--- src/hw/stream_defines.svh ---
// codes, field layouts and counts of the compressed field bitstream
`ifndef STREAM_DEFINES_SVH
`define STREAM_DEFINES_SVH

// all-ones word that opens every delimiter
`define DELIM_WORD 32'hffff_ffff
// leading byte of the second delimiter word
`define FIELD_ONE_CODE 8'h40
`define FIELD_TWO_CODE 8'h41
`define BLOCK_CODE_BASE 8'h81
`define ZERO_BLOCK_CODE 8'h8f
`define SEQ_END_CODE 8'hc0
// rest of the second delimiter word
`define FIELD_TAIL 24'h00_0000
`define SEQ_END_TAIL 24'hff_ffff
// type code of the first subband block of a field
`define FIELD_TYPE_CODE 8'h84
// filler byte that closes the entropy data of a block
`define PAD_BYTE 8'hff
// bin width carried by a zero block
`define ZERO_BIN_WIDTH 16'h0000
// subband blocks after the field header block
`define BLOCKS_PER_FIELD 6'h29
// time code words and last word index of each header
`define TIME_WORDS 2'h3
`define FIELD_LAST_IDX 3'h4
`define END_LAST_IDX 3'h1
`define ONE_LAST_IDX 3'h0

`endif

--- src/hw/stream_pkg.sv ---
// types shared by the bitstream host framer and parser
package stream_pkg;

  // request kinds, also used to report parsed delimiters
  typedef enum logic [1:0] {
    OP_FIELD = 2'b00,
    OP_BLOCK = 2'b01,
    OP_DATA = 2'b10,
    OP_END = 2'b11
  } op_e;

  // framer states
  typedef enum logic [1:0] {
    S_IDLE = 2'b00,
    S_EMIT = 2'b01
  } fsm_e;

  // parser states
  typedef enum logic [1:0] {
    P_SCAN = 2'b00,
    P_TIME = 2'b01,
    P_HEAD = 2'b10
  } parse_e;

  // one request to the framer
  typedef struct packed {
    op_e op;
    logic field_two;
    logic [1:0] model;
    logic zero;
    logic [15:0] bin_width;
    logic [31:0] data;
  } cmd_s;

  // one parsed header
  typedef struct packed {
    op_e kind;
    logic field_two;
    logic [7:0] code;
    logic [15:0] bin_width;
  } evt_s;

endpackage

--- src/hw/bitstream_host.sv ---
// host-side framer and parser of the compressed field bitstream
// requests come in as field, block, data and end; the framer turns
// them into words for the codec, packing a three-byte carry so the
// entropy data lands right after the bin width. the parser watches
// the codec output while it encodes.
`timescale 1ns/100ps
`include "stream_defines.svh"
module bitstream_host #(
  parameter int BLOCKS_PER_FIELD = `BLOCKS_PER_FIELD
) (
  input logic clk,
  input logic rstn,
  input logic cmd_valid,
  input stream_pkg::cmd_s cmd,
  input logic [95:0] time_code,
  output logic cmd_ready_q,
  output logic [31:0] tx_word_q,
  output logic tx_valid_q,
  input logic tx_ready,
  output logic tx_field_err,
  input logic [31:0] rx_word,
  input logic rx_valid,
  output logic evt_valid_q,
  output stream_pkg::evt_s evt_q,
  output logic [95:0] rx_time_code,
  output logic rx_field_err
);
  import stream_pkg::*;

  fsm_e state_q;
  cmd_s cur_q;
  logic [2:0] idx_q;
  logic flush_q;
  logic pend_q;
  logic [23:0] carry_q;
  logic [95:0] tc_q;
  logic take;
  logic drop;
  logic slot_free;
  logic emit;
  logic last;
  logic head_done;
  logic rx_field_p;
  logic rx_block_p;
  logic rx_end_p;

  // last word index of each request kind
  function automatic logic [2:0] last_idx(op_e op);
    case (op)
      OP_FIELD: last_idx = `FIELD_LAST_IDX;
      OP_END: last_idx = `END_LAST_IDX;
      default: last_idx = `ONE_LAST_IDX;
    endcase
  endfunction

  // word at a given index of a request; data rides behind the carry
  function automatic logic [31:0] word_at(cmd_s c, logic [2:0] i,
                                          logic [95:0] tc,
                                          logic [23:0] cy);
    case (c.op)
      OP_FIELD: begin
        case (i)
          3'h0: word_at = `DELIM_WORD;
          3'h1: begin
            word_at = {c.field_two ? `FIELD_TWO_CODE : `FIELD_ONE_CODE,
                       `FIELD_TAIL};
          end
          3'h2: word_at = tc[95:64];
          3'h3: word_at = tc[63:32];
          default: word_at = tc[31:0];
        endcase
      end
      OP_BLOCK: word_at = `DELIM_WORD;
      OP_END: begin
        if (i == 3'h0) begin
          word_at = `DELIM_WORD;
        end else begin
          word_at = {`SEQ_END_CODE, `SEQ_END_TAIL};
        end
      end
      default: word_at = {cy, c.data[31:24]};
    endcase
  endfunction

  // type code byte and bin width that open the carry of a block
  function automatic logic [23:0] block_head(cmd_s c);
    if (c.zero) begin
      block_head = {`ZERO_BLOCK_CODE, `ZERO_BIN_WIDTH};
    end else begin
      block_head = {8'(`BLOCK_CODE_BASE + {6'h00, c.model}),
                    c.bin_width};
    end
  endfunction

  // data outside an open block has nowhere to go, so it is eaten
  assign take = cmd_valid && cmd_ready_q && state_q == S_IDLE;
  assign drop = cmd.op == OP_DATA && !pend_q;
  // the output word may be refilled once the codec has taken it
  assign slot_free = !tx_valid_q || tx_ready;
  assign emit = state_q == S_EMIT && slot_free;
  assign last = !flush_q && idx_q == last_idx(cur_q.op);
  assign head_done = emit && last;

  // request sequencing: one request at a time, ready only when idle
  always_ff @(posedge clk or negedge rstn) begin
    if (!rstn) begin
      state_q <= S_IDLE;
      cur_q <= '0;
      idx_q <= 3'h0;
      flush_q <= 1'b0;
      cmd_ready_q <= 1'b0;
    end else begin
      case (state_q)
        S_IDLE: begin
          cmd_ready_q <= 1'b1;
          if (take && !drop) begin
            state_q <= S_EMIT;
            cur_q <= cmd;
            idx_q <= 3'h0;
            cmd_ready_q <= 1'b0;
            // a new header first closes the open block's data
            flush_q <= pend_q && cmd.op != OP_DATA;
          end
        end
        S_EMIT: begin
          if (emit) begin
            if (flush_q) begin
              flush_q <= 1'b0;
            end else if (last) begin
              state_q <= S_IDLE;
              cmd_ready_q <= 1'b1;
            end else begin
              idx_q <= 3'(idx_q + 3'h1);
            end
          end
        end
        default: begin
          state_q <= S_IDLE;
          cmd_ready_q <= 1'b0;
        end
      endcase
    end
  end

  // time code is latched with the field request, all 96 bits sent
  always_ff @(posedge clk or negedge rstn) begin
    if (!rstn) begin
      tc_q <= '0;
    end else if (take && cmd.op == OP_FIELD) begin
      tc_q <= time_code;
    end
  end

  // output word register; it holds still while the codec stalls
  always_ff @(posedge clk or negedge rstn) begin
    if (!rstn) begin
      tx_word_q <= '0;
      tx_valid_q <= 1'b0;
    end else if (emit) begin
      if (flush_q) begin
        tx_word_q <= {carry_q, `PAD_BYTE};
      end else begin
        tx_word_q <= word_at(cur_q, idx_q, tc_q, carry_q);
      end
      tx_valid_q <= 1'b1;
    end else if (tx_ready) begin
      tx_valid_q <= 1'b0;
    end
  end

  // three-byte carry: header tail first, then the low data bytes;
  // headers are 23 or 7 bytes, so every block lands three bytes in
  always_ff @(posedge clk or negedge rstn) begin
    if (!rstn) begin
      carry_q <= '0;
      pend_q <= 1'b0;
    end else if (emit && flush_q) begin
      pend_q <= 1'b0;
    end else if (head_done) begin
      case (cur_q.op)
        OP_FIELD: begin
          // first block of a field carries subband block six
          carry_q <= {`FIELD_TYPE_CODE, cur_q.bin_width};
          pend_q <= 1'b1;
        end
        OP_BLOCK: begin
          carry_q <= block_head(cur_q);
          pend_q <= 1'b1;
        end
        OP_DATA: carry_q <= cur_q.data[23:0];
        default: pend_q <= 1'b0;
      endcase
    end
  end

  // block count of the outgoing fields, closed by the next field or the sequence end
  field_block_check #(
    .BLOCKS(BLOCKS_PER_FIELD),
    .W(6)
  ) u_tx_check (
    .clk(clk),
    .rstn(rstn),
    .field_start(head_done && cur_q.op == OP_FIELD),
    .block_start(head_done && cur_q.op == OP_BLOCK),
    .seq_end(head_done && cur_q.op == OP_END),
    .count_q(),
    .open_q(),
    .err_q(tx_field_err)
  );

  // codec output while encoding, up to and including its sequence end code
  stream_parser u_parser (
    .clk(clk),
    .rstn(rstn),
    .rx_word(rx_word),
    .rx_valid(rx_valid),
    .evt_valid_q(evt_valid_q),
    .evt_q(evt_q),
    .time_code(rx_time_code),
    .field_p(rx_field_p),
    .block_p(rx_block_p),
    .end_p(rx_end_p)
  );

  // block count of the incoming fields
  field_block_check #(
    .BLOCKS(BLOCKS_PER_FIELD),
    .W(6)
  ) u_rx_check (
    .clk(clk),
    .rstn(rstn),
    .field_start(rx_field_p),
    .block_start(rx_block_p),
    .seq_end(rx_end_p),
    .count_q(),
    .open_q(),
    .err_q(rx_field_err)
  );

  property p_delim_first;
    @(posedge clk) disable iff (!rstn)
      (emit && !flush_q && idx_q == 3'h0 && cur_q.op != OP_DATA) |=>
        tx_valid_q && tx_word_q == `DELIM_WORD;
  endproperty
  a_delim_first: assert property (p_delim_first)
    else $error("header did not open with the all-ones word");

  property p_field_code;
    @(posedge clk) disable iff (!rstn)
      (emit && !flush_q && cur_q.op == OP_FIELD && idx_q == 3'h1) |=>
        tx_word_q[31:25] == 7'h20 &&
        tx_word_q[24] == $past(cur_q.field_two) &&
        tx_word_q[23:0] == `FIELD_TAIL;
  endproperty
  a_field_code: assert property (p_field_code)
    else $error("field start code does not match the field");

  property p_seq_end;
    @(posedge clk) disable iff (!rstn)
      (emit && !flush_q && cur_q.op == OP_END && idx_q == 3'h1) |=>
        tx_word_q == {`SEQ_END_CODE, `SEQ_END_TAIL};
  endproperty
  a_seq_end: assert property (p_seq_end)
    else $error("sequence end code malformed");

  property p_pad_ones;
    @(posedge clk) disable iff (!rstn)
      (emit && flush_q) |=> tx_word_q[7:0] == `PAD_BYTE && !pend_q;
  endproperty
  a_pad_ones: assert property (p_pad_ones)
    else $error("block data not closed with ones");

  property p_hold_word;
    @(posedge clk) disable iff (!rstn)
      (tx_valid_q && !tx_ready) |=> tx_valid_q && $stable(tx_word_q);
  endproperty
  a_hold_word: assert property (p_hold_word)
    else $error("output word changed while stalled");

  property p_zero_head;
    @(posedge clk) disable iff (!rstn)
      (head_done && cur_q.op == OP_BLOCK && cur_q.zero) |=>
        carry_q == {`ZERO_BLOCK_CODE, `ZERO_BIN_WIDTH} && pend_q;
  endproperty
  a_zero_head: assert property (p_zero_head)
    else $error("zero block header not loaded");
endmodule

--- src/hw/field_block_check.sv ---
// per-field subband block counter with a closing check
`timescale 1ns/100ps
`include "stream_defines.svh"
module field_block_check #(
  parameter int BLOCKS = `BLOCKS_PER_FIELD,
  parameter int W = 6
) (
  input logic clk,
  input logic rstn,
  input logic field_start,
  input logic block_start,
  input logic seq_end,
  output logic [W-1:0] count_q,
  output logic open_q,
  output logic err_q
);
  logic close;

  generate
    if (BLOCKS < 1 || BLOCKS >= (1 << W)) begin : g_bad
      $error("block count does not fit the counter");
    end
  endgenerate

  // a field closes on the next field start or the sequence end
  assign close = field_start || seq_end;

  // saturating count so a runaway stream never wraps to a good value
  always_ff @(posedge clk or negedge rstn) begin
    if (!rstn) begin
      count_q <= '0;
      open_q <= 1'b0;
    end else if (close) begin
      count_q <= '0;
      open_q <= field_start;
    end else if (block_start && count_q != '1) begin
      count_q <= W'(count_q + 1'b1);
    end
  end

  // one-cycle pulse: short or long field, or block outside a field
  always_ff @(posedge clk or negedge rstn) begin
    if (!rstn) begin
      err_q <= 1'b0;
    end else begin
      err_q <= (close && open_q && count_q != W'(BLOCKS)) ||
               (block_start && !close && !open_q);
    end
  end

  property p_short_field;
    @(posedge clk) disable iff (!rstn)
      (close && open_q && count_q != W'(BLOCKS)) |=> err_q;
  endproperty
  a_short_field: assert property (p_short_field)
    else $error("field closed with wrong block count, no error");

  property p_field_restart;
    @(posedge clk) disable iff (!rstn)
      field_start |=> (count_q == '0) && open_q;
  endproperty
  a_field_restart: assert property (p_field_restart)
    else $error("field start did not restart the block count");
endmodule

--- src/hw/stream_parser.sv ---
// parser of the stream that the codec emits while encoding
`timescale 1ns/100ps
`include "stream_defines.svh"
module stream_parser (
  input logic clk,
  input logic rstn,
  input logic [31:0] rx_word,
  input logic rx_valid,
  output logic evt_valid_q,
  output stream_pkg::evt_s evt_q,
  output logic [95:0] time_code,
  output logic field_p,
  output logic block_p,
  output logic end_p
);
  import stream_pkg::*;

  parse_e pst_q;
  logic seen_q;
  logic [1:0] tidx_q;
  logic [31:0] tcw_q [3];
  logic [2:0] cls;
  logic hit;

  // {known, kind} of a leading byte after an all-ones word
  function automatic logic [2:0] classify(logic [7:0] b);
    case (b)
      `FIELD_ONE_CODE, `FIELD_TWO_CODE: classify = {1'b1, OP_FIELD};
      `BLOCK_CODE_BASE, `BLOCK_CODE_BASE + 8'h01,
      `BLOCK_CODE_BASE + 8'h02, `BLOCK_CODE_BASE + 8'h03,
      `ZERO_BLOCK_CODE: classify = {1'b1, OP_BLOCK};
      `SEQ_END_CODE: classify = {1'b1, OP_END};
      default: classify = 3'h0;
    endcase
  endfunction

  // only aligned words are looked at, so a match is a delimiter
  assign cls = classify(rx_word[31:24]);
  assign hit = rx_valid && pst_q == P_SCAN && seen_q && cls[2];
  assign field_p = hit && op_e'(cls[1:0]) == OP_FIELD;
  assign block_p = hit && op_e'(cls[1:0]) == OP_BLOCK;
  assign end_p = hit && op_e'(cls[1:0]) == OP_END;
  assign time_code = {tcw_q[0], tcw_q[1], tcw_q[2]};

  // header walk; the host never stalls the codec output
  always_ff @(posedge clk or negedge rstn) begin
    if (!rstn) begin
      pst_q <= P_SCAN;
      seen_q <= 1'b0;
      tidx_q <= 2'h0;
      evt_valid_q <= 1'b0;
      evt_q <= '0;
    end else begin
      evt_valid_q <= 1'b0;
      if (rx_valid) begin
        seen_q <= pst_q == P_SCAN && rx_word == `DELIM_WORD;
        case (pst_q)
          P_SCAN: if (hit) begin
            evt_q.kind <= op_e'(cls[1:0]);
            evt_q.field_two <= rx_word[31:24] == `FIELD_TWO_CODE;
            evt_q.code <= rx_word[31:24];
            evt_q.bin_width <= `ZERO_BIN_WIDTH;
            tidx_q <= 2'h0;
            if (field_p) begin
              pst_q <= P_TIME;
            end else begin
              // a block's bin width shares the word with its code byte
              if (block_p && rx_word[31:24] != `ZERO_BLOCK_CODE) begin
                evt_q.bin_width <= rx_word[23:8];
              end
              evt_valid_q <= 1'b1;
            end
          end
          P_TIME: begin
            tidx_q <= 2'(tidx_q + 2'h1);
            if (tidx_q == `TIME_WORDS - 2'h1) begin
              pst_q <= P_HEAD;
            end
          end
          P_HEAD: begin
            if (evt_q.kind == OP_FIELD) begin
              evt_q.code <= rx_word[31:24];
            end
            evt_q.bin_width <= rx_word[23:8];
            evt_valid_q <= 1'b1;
            pst_q <= P_SCAN;
          end
          default: pst_q <= P_SCAN;
        endcase
      end
    end
  end

  // time code words stored by index as they pass
  always_ff @(posedge clk) begin
    if (rx_valid && pst_q == P_TIME) begin
      tcw_q[tidx_q] <= rx_word;
    end
  end

  property p_head_event;
    @(posedge clk) disable iff (!rstn)
      (rx_valid && pst_q == P_HEAD) |=>
        evt_valid_q && evt_q.bin_width == $past(rx_word[23:8]);
  endproperty
  a_head_event: assert property (p_head_event)
    else $error("bin width not reported from header word");

  property p_zero_width;
    @(posedge clk) disable iff (!rstn)
      (evt_valid_q && evt_q.code == `ZERO_BLOCK_CODE) |->
        evt_q.bin_width == `ZERO_BIN_WIDTH;
  endproperty
  a_zero_width: assert property (p_zero_width)
    else $error("zero block reported a bin width");

  property p_needs_ones;
    @(posedge clk) disable iff (!rstn)
      (rx_valid && pst_q == P_SCAN && !seen_q) |=> pst_q == P_SCAN;
  endproperty
  a_needs_ones: assert property (p_needs_ones)
    else $error("header taken without an all-ones word");
endmodule

--- config.mk ---
export PLATFORM = sky130hd
export DESIGN_NAME = bitstream_host
export DESIGN_NICKNAME = d
export VERILOG_FILES = /design/src/hw/stream_pkg.sv /design/src/hw/bitstream_host.sv /design/src/hw/field_block_check.sv /design/src/hw/stream_parser.sv
export VERILOG_INCLUDE_DIRS = /design/src /design/src/hw
export SDC_FILE = /design/constraint.sdc
export NUM_CORES = 1
export LEC_CHECK = 0
export ABC_AREA = 0
export BUFFER_PORTS_ARGS = -buffer_cell sky130_fd_sc_hd__buf_2
export CELL_PAD_IN_SITES_DETAIL_PLACEMENT = 0
export CELL_PAD_IN_SITES_GLOBAL_PLACEMENT = 1
export CORE_UTILIZATION = 40
export CTS_CLUSTER_SIZE = 28
export DETAILED_ROUTE_END_ITERATION = 12
export PLACE_DENSITY = 0.7
export SKIP_LAST_GASP = 1
export SLEW_MARGIN = 20
export SYNTH_ARGS = -nofsm -noshare
export SYNTH_HDL_FRONTEND = slang
export SYNTH_HIERARCHICAL = 1
export SYNTH_SLANG_ARGS = --single-unit
--- constraint.sdc ---
create_clock -name clk -period 2.9 [get_ports clk]
set_clock_uncertainty 0.05 [all_clocks]
set_input_delay 0.435 -clock clk [delete_from_list [all_inputs] [get_ports clk]]
set_output_delay 0.435 -clock clk [all_outputs]
set_load 0.02 [all_outputs]
# Yosys cells after proc, flatten, opt, wreduce, memory -nomap -nowiden
# Memories as Yosys holds them, arrays and structs flattened.
# Cells that the tools add are included.
[word_totals]
regBits = 264
elab_cells = 203
ram_bits = 96
rom_bits = 0
input_bits = 187
n_memories = 1
latch_bits = 0
[op_classes]
n_eq_ne = 39
n_mul = 0
n_mux = 53
div = 0
n_reduce_logical = 75
n_lt_le_gt_ge = 0
bitwise = 1
n_shift = 0
addsub = 5
[memory_table]
columns = ["memory", "words", "word_bits", "rd", "rd_ports_with_merged_regs", "write_ports", "line", "rtl"]
rows = [
  ["u_parser.tcw_q", 3, 32, 3, 0, 1, "stream_parser.sv:21", "logic [31:0] tcw_q [3];"],
]
[op_table]
columns = ["operator", "n"]
rows = [
  ["32-bit case mux with 4 select lines", 1],
  ["32-bit case mux with 3 select lines", 1],
  ["24-bit case mux with 3 select lines", 1],
  ["8-bit equality test, second input constant", 6],
  ["24-bit two-way mux", 2],
  ["24-bit case mux with 2 select lines", 1],
  ["32-bit equality test, second input constant", 1],
  ["1-bit logical AND", 32],
  ["16-bit two-way mux", 2],
  ["32-bit two-way mux", 1],
  ["30-bit two-way mux", 1],
  ["6-bit two-way mux", 4],
  ["6-bit inequality test, second input constant", 4],
  ["3-bit AND reduction", 6],
  ["8-bit by 7-bit equality test with 1-bit output, second input constant", 2],
  ["1-bit two-way mux", 16],
  ["2-bit two-way mux", 8],
  ["2-bit nonzero test", 7],
  ["6-bit by 1-bit adder with 6-bit output, second input constant", 2],
  ["2-bit equality test, second input constant", 6],
  ["2-bit logical NOT", 6],
  ["3-bit two-way mux", 4],
  ["2-bit inequality test, second input constant", 6],
  ["2-bit case mux with 2 select lines", 3],
  ["other kinds (23)", 50],
]

# Longest topological paths before layout
[logic_depth]
ltp_word = 11
ltp_mapped = 10

# Cells and area by module
# Netlist, hierarchy kept.
[by_module_without_submodules]
columns = ["module", "seq_area_each_um2", "n_inst", "cells_per_inst", "area_per_inst_um2"]
rows = [
  ["bitstream_host", 5355.1, 1, 722, 9504.1],
  ["stream_parser", 3708.6, 1, 257, 4585.6],
  ["field_block_check", 200.2, 2, 44, 434.2],
]

# Worst setup path before layout
# Ideal clock, no wire load.
[synth_timing]
path_kind = "register to register"
startpoint = "reg cur_q[52] in the netlist's numbering"
endpoint = "reg u_tx_check.count_q[5]"
setup_slack_ns = 0.643
stages_incl_launch_ff = 10
setup_ns = 0.099
t_arrival_ns = 2.108
n_path_buf = 1
path_cell_list = "dfrtp_1 -> inv_1 -> ha_1 -> buf_2 -> xnor2_2 -> nand3_4 -> nor3_1 -> and3_1 -> a21oi_1 -> a311oi_1"
[synth_between]
elab_chain_cells = 8
[synth_lines]
columns = ["item", "line", "rtl"]
rows = [
  ["start: declaration", "bitstream_host.sv:31", "cmd_s cur_q;"],
  ["start signal: assignment", "bitstream_host.sv:118", "cur_q <= cmd;"],
  ["2-bit equality test or 2-bit logical NOT (tied branches)", "bitstream_host.sv:49, bitstream_host.sv:205, bitstream_host.sv:203", ""],
  ["3-bit case mux with 2 select lines", "bitstream_host.sv:49", "case (op)"],
  ["3-bit equality test", "bitstream_host.sv:101", "assign last = !flush_q && idx_q == last_idx(cur_q.op);"],
  ["1-bit logical AND", "bitstream_host.sv:101", ""],
  ["1-bit logical AND", "bitstream_host.sv:102", "assign head_done = emit && last;"],
  ["1-bit logical AND (on tied branches)", "bitstream_host.sv:203, bitstream_host.sv:204, bitstream_host.sv:205", ""],
  ["1-bit logical OR or 1-bit logical AND (tied branches)", "field_block_check.sv:26, field_block_check.sv:36", ""],
  ["6-bit two-way mux or 2-bit nonzero test (tied branches)", "-", ""],
  ["end signal: assignment", "field_block_check.sv:37", "count_q <= W'(count_q + 1'b1);"],
  ["end: declaration", "field_block_check.sv:13", "output logic [W-1:0] count_q,"],
]
# Parallel ways exist; a longest one is shown, timed or not.
# A chain may end at the register's enable or synchronous reset.

# Worst setup path in the final report
[layout_timing]
startpoint = "reg idx_q[0]"
endpoint = "reg tx_word_q[11]"
[layout_between]
elab_chain_cells = 4
[layout_lines]
columns = ["item", "line", "rtl"]
rows = [
  ["start: declaration", "bitstream_host.sv:32", "logic [2:0] idx_q;"],
  ["start signal: assignment", "bitstream_host.sv:133", "idx_q <= 3'(idx_q + 3'h1);"],
  ["3-bit by 2-bit equality test with 1-bit output, or another cell as far along", "bitstream_host.sv:62", "case (i)"],
  ["32-bit case mux with 4 select lines (*)", "bitstream_host.sv:62", ""],
  ["32-bit case mux with 3 select lines (*)", "bitstream_host.sv:60", "case (c.op)"],
  ["32-bit two-way mux (*)", "bitstream_host.sv:160", "if (flush_q) begin"],
  ["end signal: assignment", "bitstream_host.sv:161", "tx_word_q <= {carry_q, `PAD_BYTE};"],
  ["end signal: assignment", "bitstream_host.sv:163", "tx_word_q <= word_at(cur_q, idx_q, tc_q, carry_q);"],
  ["end: declaration", "bitstream_host.sv:17", "output logic [31:0] tx_word_q,"],
]
# Mark *: on every way between the ends. The rest lies on a longest branch, timed or not.

==> flow_summary.toml <==
[outcome]
run_status = "finished, final reports clean"

[die]
rows = 70
start_util_pct = 40.8
dieArea_um2 = 38200
die_h_um = 195
die_x_um = 195
coreArea_um2 = 36700
ios = 347

[global_routing]
antenna_found_initial = 14
grt_max_degree = 88
track_usage_pct = 20.7
grt-ovfl-total = 0
grt_pass1_wl_um = 61100
grt_pass1_vias = 10300

[clock_network]
clockBufferDepth = 3
clock_latency_ns = 0.54
clk_pin_slew_ns = 0.06
cts_sinks = 359
cts_resized = 0
cts_tree = "built"
post_cts_buffers = 0
cts_root_buf = "clkbuf_16"
cts_buffers = 41
htreeDepth = 2

[worst_setup_path]
crit_path_start = "idx_q[0]"
cp.required_ns = 3.28
ff2ff_path_depth = 7
crit_path_end = "tx_word_q[11]"
reg2reg_slack_ns = 0.25
critical_path_class = "register to register"
critPathCaptureType = "register"
crit_arrival_ns = 3.03
r2r_start = "idx_q[0]"
r2r_end = "tx_word_q[11]"
crit_fanout = 23
start_kind = "register"

[route]
wl_met1_um = 16900
met3WireLength_um = 2980
via_count = 10100
wirelength_um = 39000
wl_per_cell_um = 20.2
dr_wl_met2_um = 18100
drc = 0
top_layer = "met5"
drt_iter0_drc = 378
ant_nets = 0
drt-vias-per-instance = 5.24
drt_first_pass_iters = 4

[timing]
rsz0062_at_grt = "no"
max_freq_mhz = 377
finalSetupTns_ns = 0
setup_viol = 0
whs_ns = 0.0549
finalCritPeriodShare_pct = 91.4
finalWorstSetupSlack_ns = 0.250
tightestPinTransition_ns = 1.11
slew_violations = 0
finalHoldViolations = 0
min_period_ns = 2.65
slew_headroom_pct = 25.8

[yosys]
synthDistinctLibCells = 74
synth-compound-area-share_pct = 10.1
syn_avg_cell_area_um2 = 14.0
synth-adder-area-share_pct = 1.51
ys_top_cells_by_area = "dfrtp_1, edfxtp_1, mux2_2"
yosys_register_bits = 359
syn_area_um2 = 15000
synth-edff-count = 96
synth-simple-area-share_pct = 7.34
yosysSeqAreaShare_pct = 63.3
yosysMostFrequentCell = "dfrtp_1"
synth_xor_area_share_pct = 0.276
synthTopCellsByCount = "dfrtp_1, mux2_2, edfxtp_1"
async_flop_share_pct = 73.3
synth_top_family_by_area = "multiplexers"
syn_nets = 1272
ys.warnings.count = 6
synthMuxAreaShare_pct = 14.6
yosysTopAreaCellShare_pct = 44.0
synth_area_leader_cell = "dfrtp_1"
synth_ff_type = "dfrtp_1"
synth_cells = 1067

[cells_and_area]
final_nets = 1633
fin_util_pct = 51.3
drive_gt1_share_pct = 43.9
area_delta_synth_final_pct = 25.8
fillers = 3220

[power]
cellPowerDensity_nw_per_um2 = 997
peakVddDrop_v = 0.000548
leakagePower_uw = 0.00823

[place]
io_buffers = 346
dp_hpwl_um = 28400
gp_congestion = 0.753
place_ws_ns = 0.266

[worst_hold_path]
hold_path.class = "input port to register"

[flow_run]
cap_violations = 0
critical path: stages (launching register included):
cell and delay [ns]:
dfrtp_1 0.45, inv_1 0.15, ha_1 0.25, nor3_1 0.10, o21bai_2 0.81, buf_4 0.32
o221ai_1 0.13, a211oi_1 0.28
sequential cells by signal (all words and copies together), names as in the netlist, 2 cells and up:
| name | flops |
|---|---|
| carry_q | 24 |
| cur_q | 54 |
| idx_q | 3 |
| tc_q | 96 |
| tx_word_q | 32 |
| u_parser/evt_q | 27 |
| u_parser/pst_q | 2 |
| u_parser/tcw_q | 96 |
| u_parser/tidx_q | 2 |
| u_rx_check/count_q | 6 |
| u_tx_check/count_q | 6 |
per-stage QoR:
step,total power (uW),cells,area (um2)
2_1_floorplan,11500,1067,15000
3_3_place_gp,13400,1852,17300
3_5_place_dp,13500,1852,17300
4_1_cts,19000,1929,18800
5_1_grt,19900,1931,18800
6_report,18800,1935,18800
how the worst min path moves through the flow:
stage	slack, ns	startpoint	cells past startpoint	end
6_report	0.05	cmd[49]	3	cur_q[49]
5_1_grt	0.05	rx_word[1]	1	u_parser/tcw_q[2][1]
4_1_cts	0.03	cmd[49]	3	cur_q[49]
3_5_place_dp	0.43	carry_q[19]	1	carry_q[19]
3_3_place_gp	0.43	carry_q[19]	1	carry_q[19]
2_1_floorplan	0.09	rstn	0	carry_q[0]
report_power, final:
| part | internal (uW) | total (uW) | switching, uW |
|---|---|---|---|
| combinational | 2590 | 5640 | 3050 |
| clock | 3390 | 5440 | 2050 |
| sequential | 6730 | 7670 | 933 |
| total | 12700 | 18800 | 6030 |
cells in the final DEF (no fill, tap or decap), types with 4 or more instances in the layout:
cell type    n
and3_1       9
nor3_1      37
nor3b_1      4
o21ai_1      5
bufinv_16    7
diode_2      6
clkbuf_1     8
a21boi_0     4
o211ai_1     4
dfrtp_1    263
buf_12       8
nor2_1      51
ha_1        18
nor2b_1      5
edfxtp_1    96
a21oi_1      5
nand3_1     11
a21o_1       6
clkinv_2     8
buf_2      345
o221ai_1    33
mux2_2     169
a22o_1      47
nand4_1     12
nand2_1     39
o211a_1      4
a31oi_1      4
nand2b_1     4
a211oi_1    33
mux2_4       6
o21ai_0     13
inv_1       38
clkbuf_16   43
nand4b_1     4
mux2i_1     18
buf_4       23
repair_timing:
| action | CTS | global route |
|---|---|---|
| hold buffers | 1 | 0 |
| endpoints found under the hold margin | 83 | 0 |
| endpoints found under the setup margin | 0 | 0 |
per-layer routing:
layer	vias up	track usage, %
met4	18	6.04
met2	329	33.1
met5	-	0
met3	68	6.53
li1	4727	-
met1	4991	26.9
logic make-up (layout without fill, tap and decap cells):
group / count (synthesis) / after routing
flip-flops: 359 / 359
AND/OR/NAND/NOR: 208 / 208
multiplexers: 194 / 194
AO/OA/AOI/OAI: 187 / 187
buffers and inverters: 98 / 492
adder cells (fa/ha/maj): 18 / 18
XOR/XNOR: 3 / 3
other: 0 / 6
area by class of cell:
| cell class | count | area [um2] | share of cell area (%) |
|---|---|---|---|
| flip-flops and latches | 359 | 9460 | 50.3 |
| diodes | 6 | 15.0 | 0.0798 |
| repair buffers | 378 | 2080 | 11.1 |
| inverters | 38 | 143 | 0.758 |
| multi-input cells | 610 | 5090 | 27.0 |
| clock buffers | 53 | 1130 | 6.03 |
| well taps | 468 | 586 | 3.11 |
| clock inverters | 23 | 302 | 1.60 |
(Power assumes the default switching activity.)
